<file path="src/core/cap_pkg.sv">
// constants shared by the counter array pwm and watchdog block
package cap_pkg;
  // ==========================================================
  // sizes
  localparam int unsigned NUM_CHAN = 3;
  localparam int unsigned WD_CHAN = 2;
  // ==========================================================
  // counter clock selection codes
  localparam logic [2:0] CLK_SEL_DIV12 = 3'h0;
  localparam logic [2:0] CLK_SEL_DIV4 = 3'h1;
  localparam logic [2:0] CLK_SEL_SYS = 3'h4;
  localparam logic [3:0] DIV12_COUNT = 4'hC;
  localparam logic [3:0] DIV4_COUNT = 4'h4;
  // ==========================================================
  // cycle length codes
  localparam logic [1:0] CLEN_8 = 2'h0;
  localparam logic [1:0] CLEN_9 = 2'h1;
  localparam logic [1:0] CLEN_10 = 2'h2;
  localparam logic [1:0] CLEN_11 = 2'h3;
  // ==========================================================
  // reset values
  localparam logic [15:0] COUNTER_RESET = 16'h0000;
  localparam logic [15:0] COMPARE_RESET = 16'h0000;
  localparam logic [7:0] WD_OFFSET_RESET = 8'h00;
  localparam logic WD_ENABLE_RESET = 1'b1;
  localparam logic [2:0] CLK_SEL_RESET = 3'h0;
  // ==========================================================
  // register select codes for channel writes
  localparam logic [1:0] SEL_COMP_LOW = 2'h0;
  localparam logic [1:0] SEL_COMP_HIGH = 2'h1;
  // ==========================================================
  // channel modes
  typedef enum logic [1:0] {
    CAP_MODE_OFF,
    CAP_MODE_PWM_N,
    CAP_MODE_PWM16,
    CAP_MODE_TIMER
  } cap_mode_e;
endpackage

</file>
<file path="src/core/cap_chan.sv">
// one counter array channel: compare and reload storage and pwm output
`timescale 1ns/1ps
`default_nettype none
module cap_chan (
  // clock and reset
  input wire logic clk_in,
  input wire logic resetn_in,
  // shared timebase
  input wire logic tick_in,
  input wire logic [15:0] count_in,
  input wire logic [1:0] cycle_len_in,
  input wire logic reload_select_in,
  input wire logic low_wrap_in,
  input wire logic n_wrap_in,
  input wire logic full_wrap_in,
  // mode
  input wire logic pwm_select_in,
  input wire logic pwm16_select_in,
  input wire logic match_flag_enable_in,
  input wire logic watchdog_in,
  // software write port
  input wire logic wr_in,
  input wire logic [1:0] wr_sel_in,
  input wire logic [7:0] wr_data_in,
  // status
  output logic compare_enable_out,
  output logic match_out,
  output logic pin_out,
  output logic [15:0] read_word_out
);
  logic [15:0] compare;
  logic [15:0] reload;
  logic compare_enable;
  logic pin;
  logic [15:0] mask;
  logic hit;
  logic [15:0] next_compare;
  cap_pkg::cap_mode_e mode;

  // ==========================================================
  // mode decode
  always_comb begin
    if (watchdog_in) begin
      mode = cap_pkg::CAP_MODE_TIMER; // RQ16
    end else if (pwm_select_in && pwm16_select_in) begin
      mode = cap_pkg::CAP_MODE_PWM16; // RQ11
    end else if (pwm_select_in) begin
      mode = cap_pkg::CAP_MODE_PWM_N; // RQ3
    end else begin
      mode = cap_pkg::CAP_MODE_OFF;
    end
  end

  // one shared width mask for all narrow pwm channels
  always_comb begin
    unique case (cycle_len_in) // RQ23
      cap_pkg::CLEN_8: mask = 16'h00FF;
      cap_pkg::CLEN_9: mask = 16'h01FF;
      cap_pkg::CLEN_10: mask = 16'h03FF;
      cap_pkg::CLEN_11: mask = 16'h07FF;
    endcase
  end

  always_comb begin
    hit = 1'b0;
    unique case (mode)
      cap_pkg::CAP_MODE_PWM_N: hit = ((count_in + 16'h0001) & mask) == (next_compare & mask); // RQ1 RQ9
      cap_pkg::CAP_MODE_PWM16: hit = (count_in + 16'h0001) == compare; // RQ11
      cap_pkg::CAP_MODE_TIMER: hit = count_in == compare;
      cap_pkg::CAP_MODE_OFF: hit = 1'b0;
    endcase
    hit = hit && tick_in && compare_enable;
  end

  // ==========================================================
  // compare and reload storage
  always_comb begin
    next_compare = compare;
    if (tick_in && mode == cap_pkg::CAP_MODE_PWM_N) begin
      if (cycle_len_in == cap_pkg::CLEN_8 && low_wrap_in) begin
        next_compare = {compare[15:8], compare[15:8]}; // RQ2
      end else if (cycle_len_in != cap_pkg::CLEN_8 && n_wrap_in) begin
        next_compare = reload; // RQ9
      end
    end
    if (wr_in && !reload_select_in) begin // RQ8
      if (wr_sel_in == cap_pkg::SEL_COMP_LOW) begin
        next_compare = {next_compare[15:8], wr_data_in};
      end else begin
        next_compare = {wr_data_in, next_compare[7:0]};
      end
    end
  end

  always_ff @(posedge clk_in) begin
    if (!resetn_in) begin
      compare <= cap_pkg::COMPARE_RESET;
    end else begin
      compare <= next_compare;
    end
  end

  always_ff @(posedge clk_in) begin
    if (!resetn_in) begin
      reload <= cap_pkg::COMPARE_RESET;
    end else if (wr_in && reload_select_in) begin // RQ8
      if (wr_sel_in == cap_pkg::SEL_COMP_LOW) begin
        reload[7:0] <= wr_data_in;
      end else begin
        reload[15:8] <= wr_data_in;
      end
    end
  end

  // low byte write disarms, high byte write arms
  always_ff @(posedge clk_in) begin
    if (!resetn_in) begin
      compare_enable <= 1'b0;
    end else if (wr_in) begin
      compare_enable <= (wr_sel_in == cap_pkg::SEL_COMP_HIGH); // RQ5
    end
  end

  // ==========================================================
  // output pin: set on match, clear on the width's overflow
  always_ff @(posedge clk_in) begin
    if (!resetn_in) begin
      pin <= 1'b0;
    end else if (!compare_enable || mode == cap_pkg::CAP_MODE_OFF
                 || mode == cap_pkg::CAP_MODE_TIMER) begin
      pin <= 1'b0; // RQ7
    end else if (hit) begin
      pin <= 1'b1; // RQ1 RQ6 RQ12
    end else if (tick_in && ((mode == cap_pkg::CAP_MODE_PWM16 && full_wrap_in)
                 || (mode == cap_pkg::CAP_MODE_PWM_N && n_wrap_in))) begin
      pin <= 1'b0; // RQ1 RQ9 RQ11
    end
  end

  always_ff @(posedge clk_in) begin
    if (!resetn_in) begin
      match_out <= 1'b0;
    end else begin
      match_out <= hit && match_flag_enable_in; // RQ10
    end
  end

  assign compare_enable_out = compare_enable;
  assign pin_out = pin;
  assign read_word_out = reload_select_in ? reload : compare; // RQ8
endmodule
`default_nettype wire

</file>
<file path="src/core/cap_pwm_wd.sv">
// counter array top: shared counter, three pwm channels and channel 2 watchdog
// What this block does
// [RQ1] 8-bit pwm: pin high on low-byte match, low on low-byte overflow.
// [RQ2] 8-bit pwm: low compare byte reloads from high byte on each low wrap.
// [RQ3] 8-bit pwm runs with compare enable, pwm select and cycle length 00.
// [RQ4] pwm overflow flag sets every 256, 512, 1024 or 2048 counter clocks.
// [RQ5] low compare write clears compare enable, high compare write sets it.
// [RQ6] 8-bit high time is 256 minus compare high byte.
// [RQ7] compare enable cleared holds the pin low in every pwm width.
// [RQ8] reload select routes compare byte accesses to the reload register.
// [RQ9] 9-11 bit pwm: match sets pin, bit-N overflow clears, flags, reloads.
// [RQ10] with match flag enable, each comparator match sets the channel flag.
// [RQ11] 16-bit pwm: set on full match, clear on counter overflow.
// [RQ12] 16-bit high time is 65536 minus the compare word.
// [RQ13] software should time 16-bit duty changes to match events.
// [RQ14] watchdog compares channel 2 high byte with counter high byte.
// [RQ15] watchdog on after reset, divide by 12, counter and offset zero.
// [RQ16] watchdog forces counter on, blocks counter writes, freezes selects.
// [RQ17] run bit writes do not stop counter; it reads as software set it.
// [RQ18] any update byte write loads counter high byte plus offset.
// [RQ19] reset when low byte overflows while update byte equals high byte.
// [RQ20] writing 1 to channel 2 flag forces a watchdog reset.
// [RQ21] enable or lock turns watchdog on; lock holds it until reset.
// [RQ22] timeout is 256 times offset plus 256 minus low byte at update.
// [RQ23] all narrow pwm channels share one cycle length setting.
// [RQ24] counter overflow flag sets on 0xFFFF wrap, sticky until cleared.
// [RQ25] watchdog reset leaves as a one-cycle synchronous pulse.
`timescale 1ns/1ps
`default_nettype none
module cap_pwm_wd (
  // clock and reset
  input wire logic clk_in,
  input wire logic resetn_in,
  // counter control
  input wire logic counter_run_in,
  input wire logic counter_run_wr_in,
  input wire logic [2:0] counter_clock_sel_in,
  input wire logic idle_suspend_in,
  input wire logic cpu_idle_in,
  input wire logic counter_low_wr_in,
  input wire logic counter_high_wr_in,
  input wire logic [7:0] counter_wr_data_in,
  // watchdog control
  input wire logic watchdog_enable_in,
  input wire logic watchdog_enable_wr_in,
  input wire logic watchdog_lock_set_in,
  // pwm configuration
  input wire logic [1:0] cycle_length_sel_in,
  input wire logic reload_select_in,
  // per channel mode bits
  input wire logic [2:0] pwm_select_in,
  input wire logic [2:0] pwm16_select_in,
  input wire logic [2:0] match_flag_enable_in,
  // channel compare byte writes
  input wire logic [2:0] chan_wr_in,
  input wire logic [1:0] chan_wr_sel_in,
  input wire logic [7:0] chan_wr_data_in,
  // flag writes: a 0 bit clears, a 1 bit on channel 2 forces a watchdog reset
  input wire logic flags_wr_in,
  input wire logic [2:0] chan_event_flag_wr_in,
  input wire logic counter_overflow_flag_clr_in,
  input wire logic pwm_overflow_flag_clr_in,
  // pins and status
  output logic [2:0] chan_output_pin_out,
  output logic [2:0] chan_event_flag_out,
  output logic [2:0] compare_enable_out,
  output logic counter_overflow_flag_out,
  output logic pwm_overflow_flag_out,
  output logic counter_run_out,
  output logic watchdog_active_out,
  output logic watchdog_lock_out,
  output logic [15:0] counter_out,
  output logic [7:0] watchdog_update_byte_out,
  output logic [7:0] watchdog_offset_byte_out,
  output logic watchdog_reset_out
);
  logic [15:0] count;
  logic [3:0] div_count;
  logic [2:0] clock_sel;
  logic idle_sel;
  logic run_bit;
  logic wd_enable;
  logic wd_lock;
  logic wd_active;
  logic tick;
  logic running;
  logic low_wrap;
  logic n_wrap;
  logic full_wrap;
  logic [7:0] wd_update;
  logic [7:0] wd_offset;
  logic [2:0] match;
  logic [2:0] ce;
  logic [2:0] pin;
  logic [15:0] rd_word [3];
  logic [2:0] ch_wr;

  assign wd_active = wd_enable || wd_lock; // RQ21
  assign running = run_bit || wd_active; // RQ16 RQ17
  assign low_wrap = count[7:0] == 8'hFF;
  assign full_wrap = count == 16'hFFFF;

  // ==========================================================
  // counter clock divider
  always_comb begin
    unique case (clock_sel)
      cap_pkg::CLK_SEL_DIV12: tick = div_count == cap_pkg::DIV12_COUNT - 4'h1;
      cap_pkg::CLK_SEL_DIV4: tick = div_count == cap_pkg::DIV4_COUNT - 4'h1;
      default: tick = 1'b1;
    endcase
    tick = tick && running && !(idle_sel && cpu_idle_in);
  end

  always_ff @(posedge clk_in) begin
    if (!resetn_in || tick) begin
      div_count <= 4'h0;
    end else if (running) begin
      div_count <= div_count + 4'h1;
    end
  end

  // ==========================================================
  // overflow out of bit n for the shared cycle length
  always_comb begin
    unique case (cycle_length_sel_in)
      cap_pkg::CLEN_8: n_wrap = low_wrap;
      cap_pkg::CLEN_9: n_wrap = count[8:0] == 9'h1FF;
      cap_pkg::CLEN_10: n_wrap = count[9:0] == 10'h3FF;
      cap_pkg::CLEN_11: n_wrap = count[10:0] == 11'h7FF;
    endcase
  end

  // ==========================================================
  // configuration bits frozen while the watchdog runs
  always_ff @(posedge clk_in) begin
    if (!resetn_in) begin
      clock_sel <= cap_pkg::CLK_SEL_RESET; // RQ15
      idle_sel <= 1'b0;
    end else if (!wd_active) begin
      clock_sel <= counter_clock_sel_in; // RQ16
      idle_sel <= idle_suspend_in;
    end
  end

  always_ff @(posedge clk_in) begin
    if (!resetn_in) begin
      run_bit <= 1'b0;
    end else if (counter_run_wr_in) begin
      run_bit <= counter_run_in; // RQ17
    end
  end

  always_ff @(posedge clk_in) begin
    if (!resetn_in) begin
      wd_enable <= cap_pkg::WD_ENABLE_RESET; // RQ15
      wd_lock <= 1'b0;
    end else begin
      if (watchdog_enable_wr_in) begin
        wd_enable <= watchdog_enable_in; // RQ21
      end
      if (watchdog_lock_set_in) begin
        wd_lock <= 1'b1; // RQ21
      end
    end
  end

  // ==========================================================
  // shared counter
  always_ff @(posedge clk_in) begin
    if (!resetn_in) begin
      count <= cap_pkg::COUNTER_RESET; // RQ15
    end else if (counter_low_wr_in && !wd_active) begin
      count[7:0] <= counter_wr_data_in; // RQ16
    end else if (counter_high_wr_in && !wd_active) begin
      count[15:8] <= counter_wr_data_in;
    end else if (tick) begin
      count <= count + 16'h0001;
    end
  end

  // ==========================================================
  // channels; channel 2 compare writes go to the watchdog while it runs
  generate
    for (genvar i = 0; i < cap_pkg::NUM_CHAN; i++) begin : g_chan
      localparam bit IS_WD = (i == cap_pkg::WD_CHAN);
      assign ch_wr[i] = chan_wr_in[i] && !(IS_WD && wd_active);
      cap_chan u_chan (
        .clk_in(clk_in),
        .resetn_in(resetn_in),
        .tick_in(tick),
        .count_in(count),
        .cycle_len_in(cycle_length_sel_in),
        .reload_select_in(reload_select_in),
        .low_wrap_in(low_wrap),
        .n_wrap_in(n_wrap),
        .full_wrap_in(full_wrap),
        .pwm_select_in(pwm_select_in[i]),
        .pwm16_select_in(pwm16_select_in[i]),
        .match_flag_enable_in(match_flag_enable_in[i]),
        .watchdog_in(IS_WD && wd_active),
        .wr_in(ch_wr[i]),
        .wr_sel_in(chan_wr_sel_in),
        .wr_data_in(chan_wr_data_in),
        .compare_enable_out(ce[i]),
        .match_out(match[i]),
        .pin_out(pin[i]),
        .read_word_out(rd_word[i])
      );
      always_ff @(posedge clk_in) begin
        if (!resetn_in) begin
          chan_event_flag_out[i] <= 1'b0;
        end else if (match[i]) begin
          chan_event_flag_out[i] <= 1'b1; // RQ10
        end else if (flags_wr_in && !chan_event_flag_wr_in[i]) begin
          chan_event_flag_out[i] <= 1'b0;
        end
      end
    end
  endgenerate

  // ==========================================================
  // watchdog update and offset bytes
  always_ff @(posedge clk_in) begin
    if (!resetn_in) begin
      wd_offset <= cap_pkg::WD_OFFSET_RESET; // RQ15
    end else if (chan_wr_in[cap_pkg::WD_CHAN] && !reload_select_in
                 && chan_wr_sel_in == cap_pkg::SEL_COMP_LOW) begin
      wd_offset <= chan_wr_data_in; // RQ14
    end
  end

  // update byte resets to zero so the first timeout is 256 counter clocks
  always_ff @(posedge clk_in) begin
    if (!resetn_in) begin
      wd_update <= cap_pkg::WD_OFFSET_RESET;
    end else if (chan_wr_in[cap_pkg::WD_CHAN] && wd_active
                 && chan_wr_sel_in == cap_pkg::SEL_COMP_HIGH) begin
      wd_update <= count[15:8] + wd_offset; // RQ18 RQ22
    end
  end

  always_ff @(posedge clk_in) begin
    if (!resetn_in) begin
      watchdog_reset_out <= 1'b0;
    end else begin
      watchdog_reset_out <= wd_active && ((tick && low_wrap && wd_update == count[15:8]) // RQ14 RQ19
        || (flags_wr_in && chan_event_flag_wr_in[cap_pkg::WD_CHAN])); // RQ20 RQ25
    end
  end

  // ==========================================================
  // sticky overflow flags, set wins over clear
  always_ff @(posedge clk_in) begin
    if (!resetn_in) begin
      counter_overflow_flag_out <= 1'b0;
    end else if (tick && full_wrap) begin
      counter_overflow_flag_out <= 1'b1; // RQ24
    end else if (counter_overflow_flag_clr_in) begin
      counter_overflow_flag_out <= 1'b0;
    end
  end

  always_ff @(posedge clk_in) begin
    if (!resetn_in) begin
      pwm_overflow_flag_out <= 1'b0;
    end else if (tick && n_wrap) begin
      pwm_overflow_flag_out <= 1'b1; // RQ4
    end else if (pwm_overflow_flag_clr_in) begin
      pwm_overflow_flag_out <= 1'b0;
    end
  end

  // ==========================================================
  // registered status outputs
  always_ff @(posedge clk_in) begin
    if (!resetn_in) begin
      chan_output_pin_out <= 3'h0;
      compare_enable_out <= 3'h0;
      counter_run_out <= 1'b0;
      watchdog_active_out <= 1'b0;
      watchdog_lock_out <= 1'b0;
      counter_out <= cap_pkg::COUNTER_RESET;
      watchdog_update_byte_out <= 8'h00;
      watchdog_offset_byte_out <= 8'h00;
    end else begin
      chan_output_pin_out <= pin;
      compare_enable_out <= ce;
      counter_run_out <= run_bit; // RQ17
      watchdog_active_out <= wd_active;
      watchdog_lock_out <= wd_lock;
      counter_out <= count;
      watchdog_update_byte_out <= wd_active ? wd_update : rd_word[cap_pkg::WD_CHAN][15:8];
      watchdog_offset_byte_out <= wd_active ? wd_offset : rd_word[cap_pkg::WD_CHAN][7:0];
    end
  end
endmodule
`default_nettype wire

</file>
<file path="config.mk">
export PLATFORM = sky130hd
export DESIGN_NAME = cap_pwm_wd
export DESIGN_NICKNAME = d
export VERILOG_FILES = /design/src/core/cap_pkg.sv /design/src/core/cap_chan.sv /design/src/core/cap_pwm_wd.sv
export SDC_FILE = /design/constraint.sdc
export NUM_CORES = 1
export LEC_CHECK = 0
export ABC_AREA = 1
export ABC_CLOCK_PERIOD_IN_PS = 4600
export BUFFER_PORTS_ARGS = -buffer_cell sky130_fd_sc_hd__buf_2
export CAP_MARGIN = 10
export CORE_MARGIN = 10
export CORE_UTILIZATION = 50
export CTS_BUF_LIST = sky130_fd_sc_hd__clkbuf_4 sky130_fd_sc_hd__clkbuf_8 sky130_fd_sc_hd__clkbuf_16
export DETAILED_ROUTE_END_ITERATION = 16
export PLACE_DENSITY_LB_ADDON = 0.3
export SETUP_SLACK_MARGIN = 0.05
export SYNTH_ARGS = -nofsm -noshare
export SYNTH_HDL_FRONTEND = slang
export SYNTH_SLANG_ARGS = --single-unit
</file>
<file path="constraint.sdc">
create_clock -name clk_in -period 4.6 [get_ports clk_in]
set_input_delay 0.69 -clock clk_in [delete_from_list [all_inputs] [get_ports clk_in]]
set_output_delay 0.69 -clock clk_in [all_outputs]
set_load 0.01 [all_outputs]
</file>
After elaboration in Yosys (flattened, before gate mapping)
Index checks and enable logic that the tools add are counted.

Register bits after elaboration: 195. Output and inout bits: 47. Word-level logic and storage cells: 237.

Add/sub/neg operators: 3. Equal/unequal tests: 32. Mux-type cells: 51. Bitwise logic cells: 7. Reduce and logical (&&, ||, !) cells: 102.

Operators with widths (number): 16-bit two-way mux (17); 16-bit == test (9); 16-bit AND (4); 16-bit case mux with 4 select lines (1); 1-bit logical AND (51); 8-bit two-way mux (5); 2-bit nonzero test (11); 1-bit two-way mux (19); 16-bit by 1-bit adder with 16-bit output (second input constant) (1); 16-bit == test (second input constant) (1); 2-bit == test (second input constant) (8); 1-bit case mux with 4 select lines (4); 2-bit AND reduction (8); 1-bit logical OR (13); 11-bit == test (second input constant) (1); 10-bit == test (second input constant) (1); 2-bit by 1-bit == test with 1-bit output (second input constant) (5); 1-bit zero test (10); 2-bit zero test (5); 9-bit == test (second input constant) (1); 8-bit adder (1); 8-bit == test (1); 8-bit == test (second input constant) (1); 2-bit two-way mux (4); 9 further kinds (13).

Logic depth before layout (Yosys ltp)
Depth in word-level cells: 14. Gate-level depth with buffers: 23.

Cells and area by module
A second synthesis with hierarchy kept.

Cells, all modules: 2277. Area total of the unflattened synthesis: 13604.3 µm².

By module, submodules not included: cap_chan (instances 3, cells an instance 558, area an instance 3120.5 µm², sequential area each 700.7 µm²); cap_pwm_wd (instances 1, cells an instance 603, area an instance 4242.8 µm², sequential area each 1801.7 µm²).

Worst setup path before layout
Ideal clock, no wire load.

Path type: flip-flop to flip-flop. From: register count[0]. To: register g_chan[2].u_chan.pin. Setup time: 70 ps. Data arrival time: 2605 ps. Required time: 4530 ps. Slack: 1925 ps. Stages on the path, launching flop included: 23. Buffers on the path: 1. Clock period less this slack: 2675 ps. Path through: dfxtp_1 > ha_1 > nand2_2 > nor2_4 > nand2_1 > inv_1 > ha_1 > clkbuf_1 > inv_1 > o21ai_0 > xor2_1 > nand2_1 > nor2_1 > nand2_1 > nor2_1 > nand3_1 > nor2_1 > nand2_1 > nand2_1 > nand2_1 > nor2_1 > nand2_1 > a21oi_1.

Word-level cells in the longest chain between the ends: 14. Elaborated cells on any way between the ends: 28.

RTL lines: start, declared (line cap_pwm_wd.sv:77) `logic [15:0] count;`; start signal, assigned (line cap_pwm_wd.sv:171) `count <= cap_pkg::COUNTER_RESET;`; start signal, assigned (line cap_pwm_wd.sv:173) `count[7:0] <= counter_wr_data_in;`; start signal, assigned (line cap_pwm_wd.sv:177) `count <= count + 16'h0001;`; 11-bit == test, or another cell as far along (line cap_pwm_wd.sv:129) `cap_pkg::CLEN_11: n_wrap = count[10:0] == 11'h7FF;`; 1-bit case mux with 4 select lines (line cap_pwm_wd.sv:125) `unique case (cycle_length_sel_in)`; 1-bit logical AND (line cap_chan.sv:82) `end else if (cycle_len_in != cap_pkg::CLEN_8 && n_wrap_in) begin`; 16-bit two-way mux (line cap_chan.sv:82); 16-bit two-way mux (line cap_chan.sv:80) `if (cycle_len_in == cap_pkg::CLEN_8 && low_wrap_in) begin`; 16-bit two-way mux (line cap_chan.sv:79) `if (tick_in && mode == cap_pkg::CAP_MODE_PWM_N) begin`; 16-bit two-way mux (line cap_chan.sv:87) `if (wr_sel_in == cap_pkg::SEL_COMP_LOW) begin`; 16-bit two-way mux (line cap_chan.sv:86) `if (wr_in && !reload_select_in) begin`; 16-bit AND (line cap_chan.sv:67) `cap_pkg::CAP_MODE_PWM_N: hit = ((count_in + 16'h0001) & mask) == (next_compare & mask);`; 16-bit == test (line cap_chan.sv:67); 1-bit case mux with 4 select lines (line cap_chan.sv:66) `unique case (mode)`; 1-bit logical AND (2 in a row) (line cap_chan.sv:72) `hit = hit && tick_in && compare_enable;`; 1-bit two-way mux / 2-bit nonzero test (equally long branches); end signal, assigned (line cap_chan.sv:131) `pin <= 1'b0;`; end signal, assigned (line cap_chan.sv:133) `pin <= 1'b1;`; end signal, assigned (line cap_chan.sv:136) `pin <= 1'b0;`; end, declared (line cap_chan.sv:34) `logic pin;`.

Several ways; a longest one is shown, not always the timed one. A chain may end at the register's enable or synchronous reset.

Worst setup path after layout
From: register count[1]. To: register g_chan[2].u_chan.match_out.

Word-level cells in the longest chain between the ends: 14. Elaborated cells on any way between the ends: 22.

RTL lines: 11-bit == test, or another cell as far along (line cap_pwm_wd.sv:129); 1-bit case mux with 4 select lines (line cap_pwm_wd.sv:125); 1-bit logical AND (line cap_chan.sv:82); 16-bit two-way mux (line cap_chan.sv:82); 16-bit two-way mux (line cap_chan.sv:80); 16-bit two-way mux (line cap_chan.sv:79); 16-bit two-way mux (line cap_chan.sv:87); 16-bit two-way mux (line cap_chan.sv:86); 16-bit AND (line cap_chan.sv:67); 16-bit == test (line cap_chan.sv:67); 1-bit case mux with 4 select lines * (line cap_chan.sv:66); 1-bit logical AND * (2 in a row) (line cap_chan.sv:72); 1-bit logical AND * (line cap_chan.sv:144) `match_out <= hit && match_flag_enable_in;`; end signal, assigned (line cap_chan.sv:144); end, declared (line cap_chan.sv:27) `output logic match_out,`.

Every way passes the cells marked *; elsewhere a longest branch is shown, timed or not.

==> results.ini <==
[sta]
max_freq_mhz = 286
min_period_ns = 3.50
final_max_slew_viol_count = 0
finalCritPeriodShare_pct = 76.1
relSlewSlack_pct = 36.7
rsz0062_at_grt = no
fin_skew_ns = 0.0141
tns_ns = 0
tightest_slew_ns = 0.950
hold-worst-slack_ns = 0.422
setup_violations = 0
final_hold_viol_count = 0

[global_routing]
grt.total_usage_pct = 29.8
grt_max_degree = 92
grt-ovfl-total = 0
first_global_vias = 10400
antenna_found_initial = 0
grt_pass1_wl_mm = 61.3

[placement]
routabilityCongestion = 0.993
placed_cells = 1948
place.detailed.hpwl_mm = 31.0
placed_area_um2 = 11200
numPortBuffers = 99

[floorplan]
die_y_um = 165
dieArea_um2 = 27200
io_pins = 100
fp-row-count = 52
start_util_pct = 51.4
die_w_um = 165
core-area_um2 = 20400

[route]
postRouteAntennaNets = 0
dr.pass1.iters = 6
routed_wl_mm = 41.1
via_per_inst = 5.69
drc_errors = 0
wire_per_inst_um = 20.8
drt_iter0_drc = 1342
vias = 11300

[outcome]
status = finished, final reports clean

[synthesis]
synth_top_area_share_pct = 37.1
synth_fp_nets = 1684
ys_warn_count = 0
synth-seq-area-share_pct = 37.1
ys_ff_latch = 195
syn_area_um2 = 10500
ys.flop_type = dfxtp_1
synth-edff-count = 0
synth_cell_type_count = 43
ys_top_cells_by_area = dfxtp_1, nand2_1, inv_1
synthCells = 1620
yosys.area.top_type = dfxtp_1
async_reset_ff_share_pct = 0
postSynthAreaPerCell_um2 = 6.49

[critical_path]
crit_arrival_ns = 3.89
critPathKind = reg2reg
max_stage_delay_ns = 0.45
worstPathCellList = ha_1, nand2_2, nor2_4, nand2_1, inv_1, ha_1, inv_1, o21ai_0, xor2_1, nand2_1, nor2_1, nand2_1, nor3b_1, nand2_1, nor2_1, nand4_1, nor2_1, o21ai_1, nor2_1
start_kind = flop
slowest_stage = ha_1
path_max_fanout = 7
worstPathRequired_ns = 4.99
endpoint_kind = flop

[cts]
post-cts-setup-buffers = 0
clk_pin_slew_worst_paths_ns = 0.08
clockBufferDepth = 2
cts-root-buf = clkbuf_16
cts_resized = 0
h-tree-depth = 4
cts_inserted_buffers = 17
cts.sinks = 195
cts_tree = yes
ctsHoldBuffers = 0
worstSkewPairLatency_ns = 0.45

[run]
maxCapViolCount = 0

[worst_hold_path]
hold_path_class = in2reg

[final_layout]
register_area_um2 = 3900
n_antenna_cell = 0
final_area_um2 = 11900
fill_cells = 2071
drive_above_1_share_pct = 10.4
utilization_pct = 58.0
final_cells = 1980
multi_input_area_um2 = 5600
syn_to_final_growth_pct = 12.8
nets = 1761

[pwr]
max-vdd-ir-drop_mv = 0.255
leakage_nw = 5.55
power_density_nw_per_um2 = 340

[cells by family (layout without fill, tap and decap cells)]
| logic type | after synthesis | count (layout) | share of synthesized area (%) |
|---|---|---|---|
| AOI/OAI and AO/OA | 338 | 338 | 17.9 |
| and+or+nand+nor | 778 | 778 | 30.9 |
| adders and majority gates | 11 | 11 | 1.38 |
| xor gates and xnor gates | 37 | 37 | 3.08 |
| buffers and inverters | 261 | 351 | 9.57 |
| DFF | 195 | 195 | 37.1 |
[metrics by stage]
stage / setup WS, ns / power (mW)
final: 1.10 / 4.03
after global routing: 0.741 / 4.15
after CTS: 1.17 / 4.01
after detailed placement: 1.16 / 2.48
after global placement: 1.21 / 2.48
after floorplan: 1.93 / 2.24
[worst paths after layout]
path | slack [ns] | startpoint | endpoint | cells after the start
min | 0.42 | watchdog_lock_set_in | wd_lock$_SDFFE_PN0P_ | 3
max | 1.10 | count[1]$_SDFFE_PN0P_ | g_chan[2].u_chan.match_out$_SDFF_PN0_ | 19
min reg2reg | 0.44 | g_chan[1].u_chan.pin_out$_SDFFE_PP0P_ | chan_output_pin_out[1]$_SDFF_PN0_ | 2
max reg2reg | 1.10 | count[1]$_SDFFE_PN0P_ | g_chan[2].u_chan.match_out$_SDFF_PN0_ | 19
[sequential cells by signal (all words and copies together) (netlist names), 3 cells and up]
name,count
compare_enable_out,3
wd_offset,8
div_count,4
g_chan.u_chan.match_out,3
count,16
watchdog_update_byte_out,8
chan_event_flag_out,3
clock_sel,3
g_chan.u_chan.compare_enable_out,3
wd_update,8
chan_output_pin_out,3
g_chan.u_chan.compare,48
g_chan.u_chan.pin_out,3
g_chan.u_chan.reload,48
watchdog_offset_byte_out,8
counter_out,16
[final cells by class]
class | count | share of cell area (%)
Multi-Input combinational cell | 1164 | 47.2
Sequential cell | 195 | 32.9
Inverter | 201 | 6.37
Timing Repair Buffer | 118 | 5.38
Clock buffer | 17 | 3.59
Tap cell | 270 | 2.85
Clock inverter | 15 | 1.63
[cell usage after synthesis (5+ instances only)]
| cell type | number |
|---|---|
| o21ai_0 | 114 |
| clkinv_1 | 10 |
| buf_1 | 6 |
| buf_2 | 10 |
| xor2_1 | 30 |
| a31oi_1 | 8 |
| nand2_2 | 5 |
| nand4_1 | 23 |
| o21ai_1 | 9 |
| o211ai_1 | 16 |
| nand3_1 | 105 |
| dfxtp_1 | 195 |
| nor3_1 | 11 |
| nor2_1 | 158 |
| nand2_1 | 450 |
| o22ai_1 | 17 |
| o2111ai_1 | 6 |
| inv_2 | 6 |
| a221oi_1 | 11 |
| a21oi_1 | 136 |
| xnor2_1 | 7 |
| inv_1 | 185 |
| clkbuf_1 | 40 |
| a211oi_1 | 15 |
| ha_1 | 10 |
[critical path: cells and delay by family, from the launching register on]
family	cells	cell delay (ns)
and+or+nand+nor	12	1.40
xor gates and xnor gates	1	0.16
adders and majority gates	2	0.70
DFF	1	0.43
AOI/OAI and AO/OA	2	0.36
buffers and inverters	2	0.38
[power breakdown]
part	switching (mW)	total (mW)	internal (mW)
registers	0.0632	1.82	1.76
clock network	0.820	1.56	0.740
logic	0.451	0.646	0.195
[metal layers]
layer | up-vias | GRT usage (%) | part of all wire [%]
met4 | 0 | 13.8 | 4.7
met1 | 5096 | 38.4 | 41
li1 | 5444 | - | -
met3 | 123 | 7.64 | 11
met5 | - | 0 | 0
met2 | 605 | 45.7 | 43
[placed cells by master (no fill, tap or decap), types with 4 or more instances in the layout]
master	instances
a21oi_1	136
a211oi_1	15
a221oi_1	11
buf_2	99
a31oi_1	8
nor2_1	158
clkinv_1	9
o21ai_0	114
dfxtp_1	195
o22ai_1	17
xnor2_1	7
inv_2	7
clkbuf_16	17
ha_1	10
xor2_1	30
nand2_2	5
o211ai_1	16
buf_4	19
nand4_1	23
nor3_1	11
inv_1	185
nand2_1	450
o2111ai_1	6
nand3b_1	4
nor2_2	4
nand3_1	105
clkinv_8	8
o21ai_1	9
or2_2	4
No activity file was read; power rests on OpenSTA's default activity.
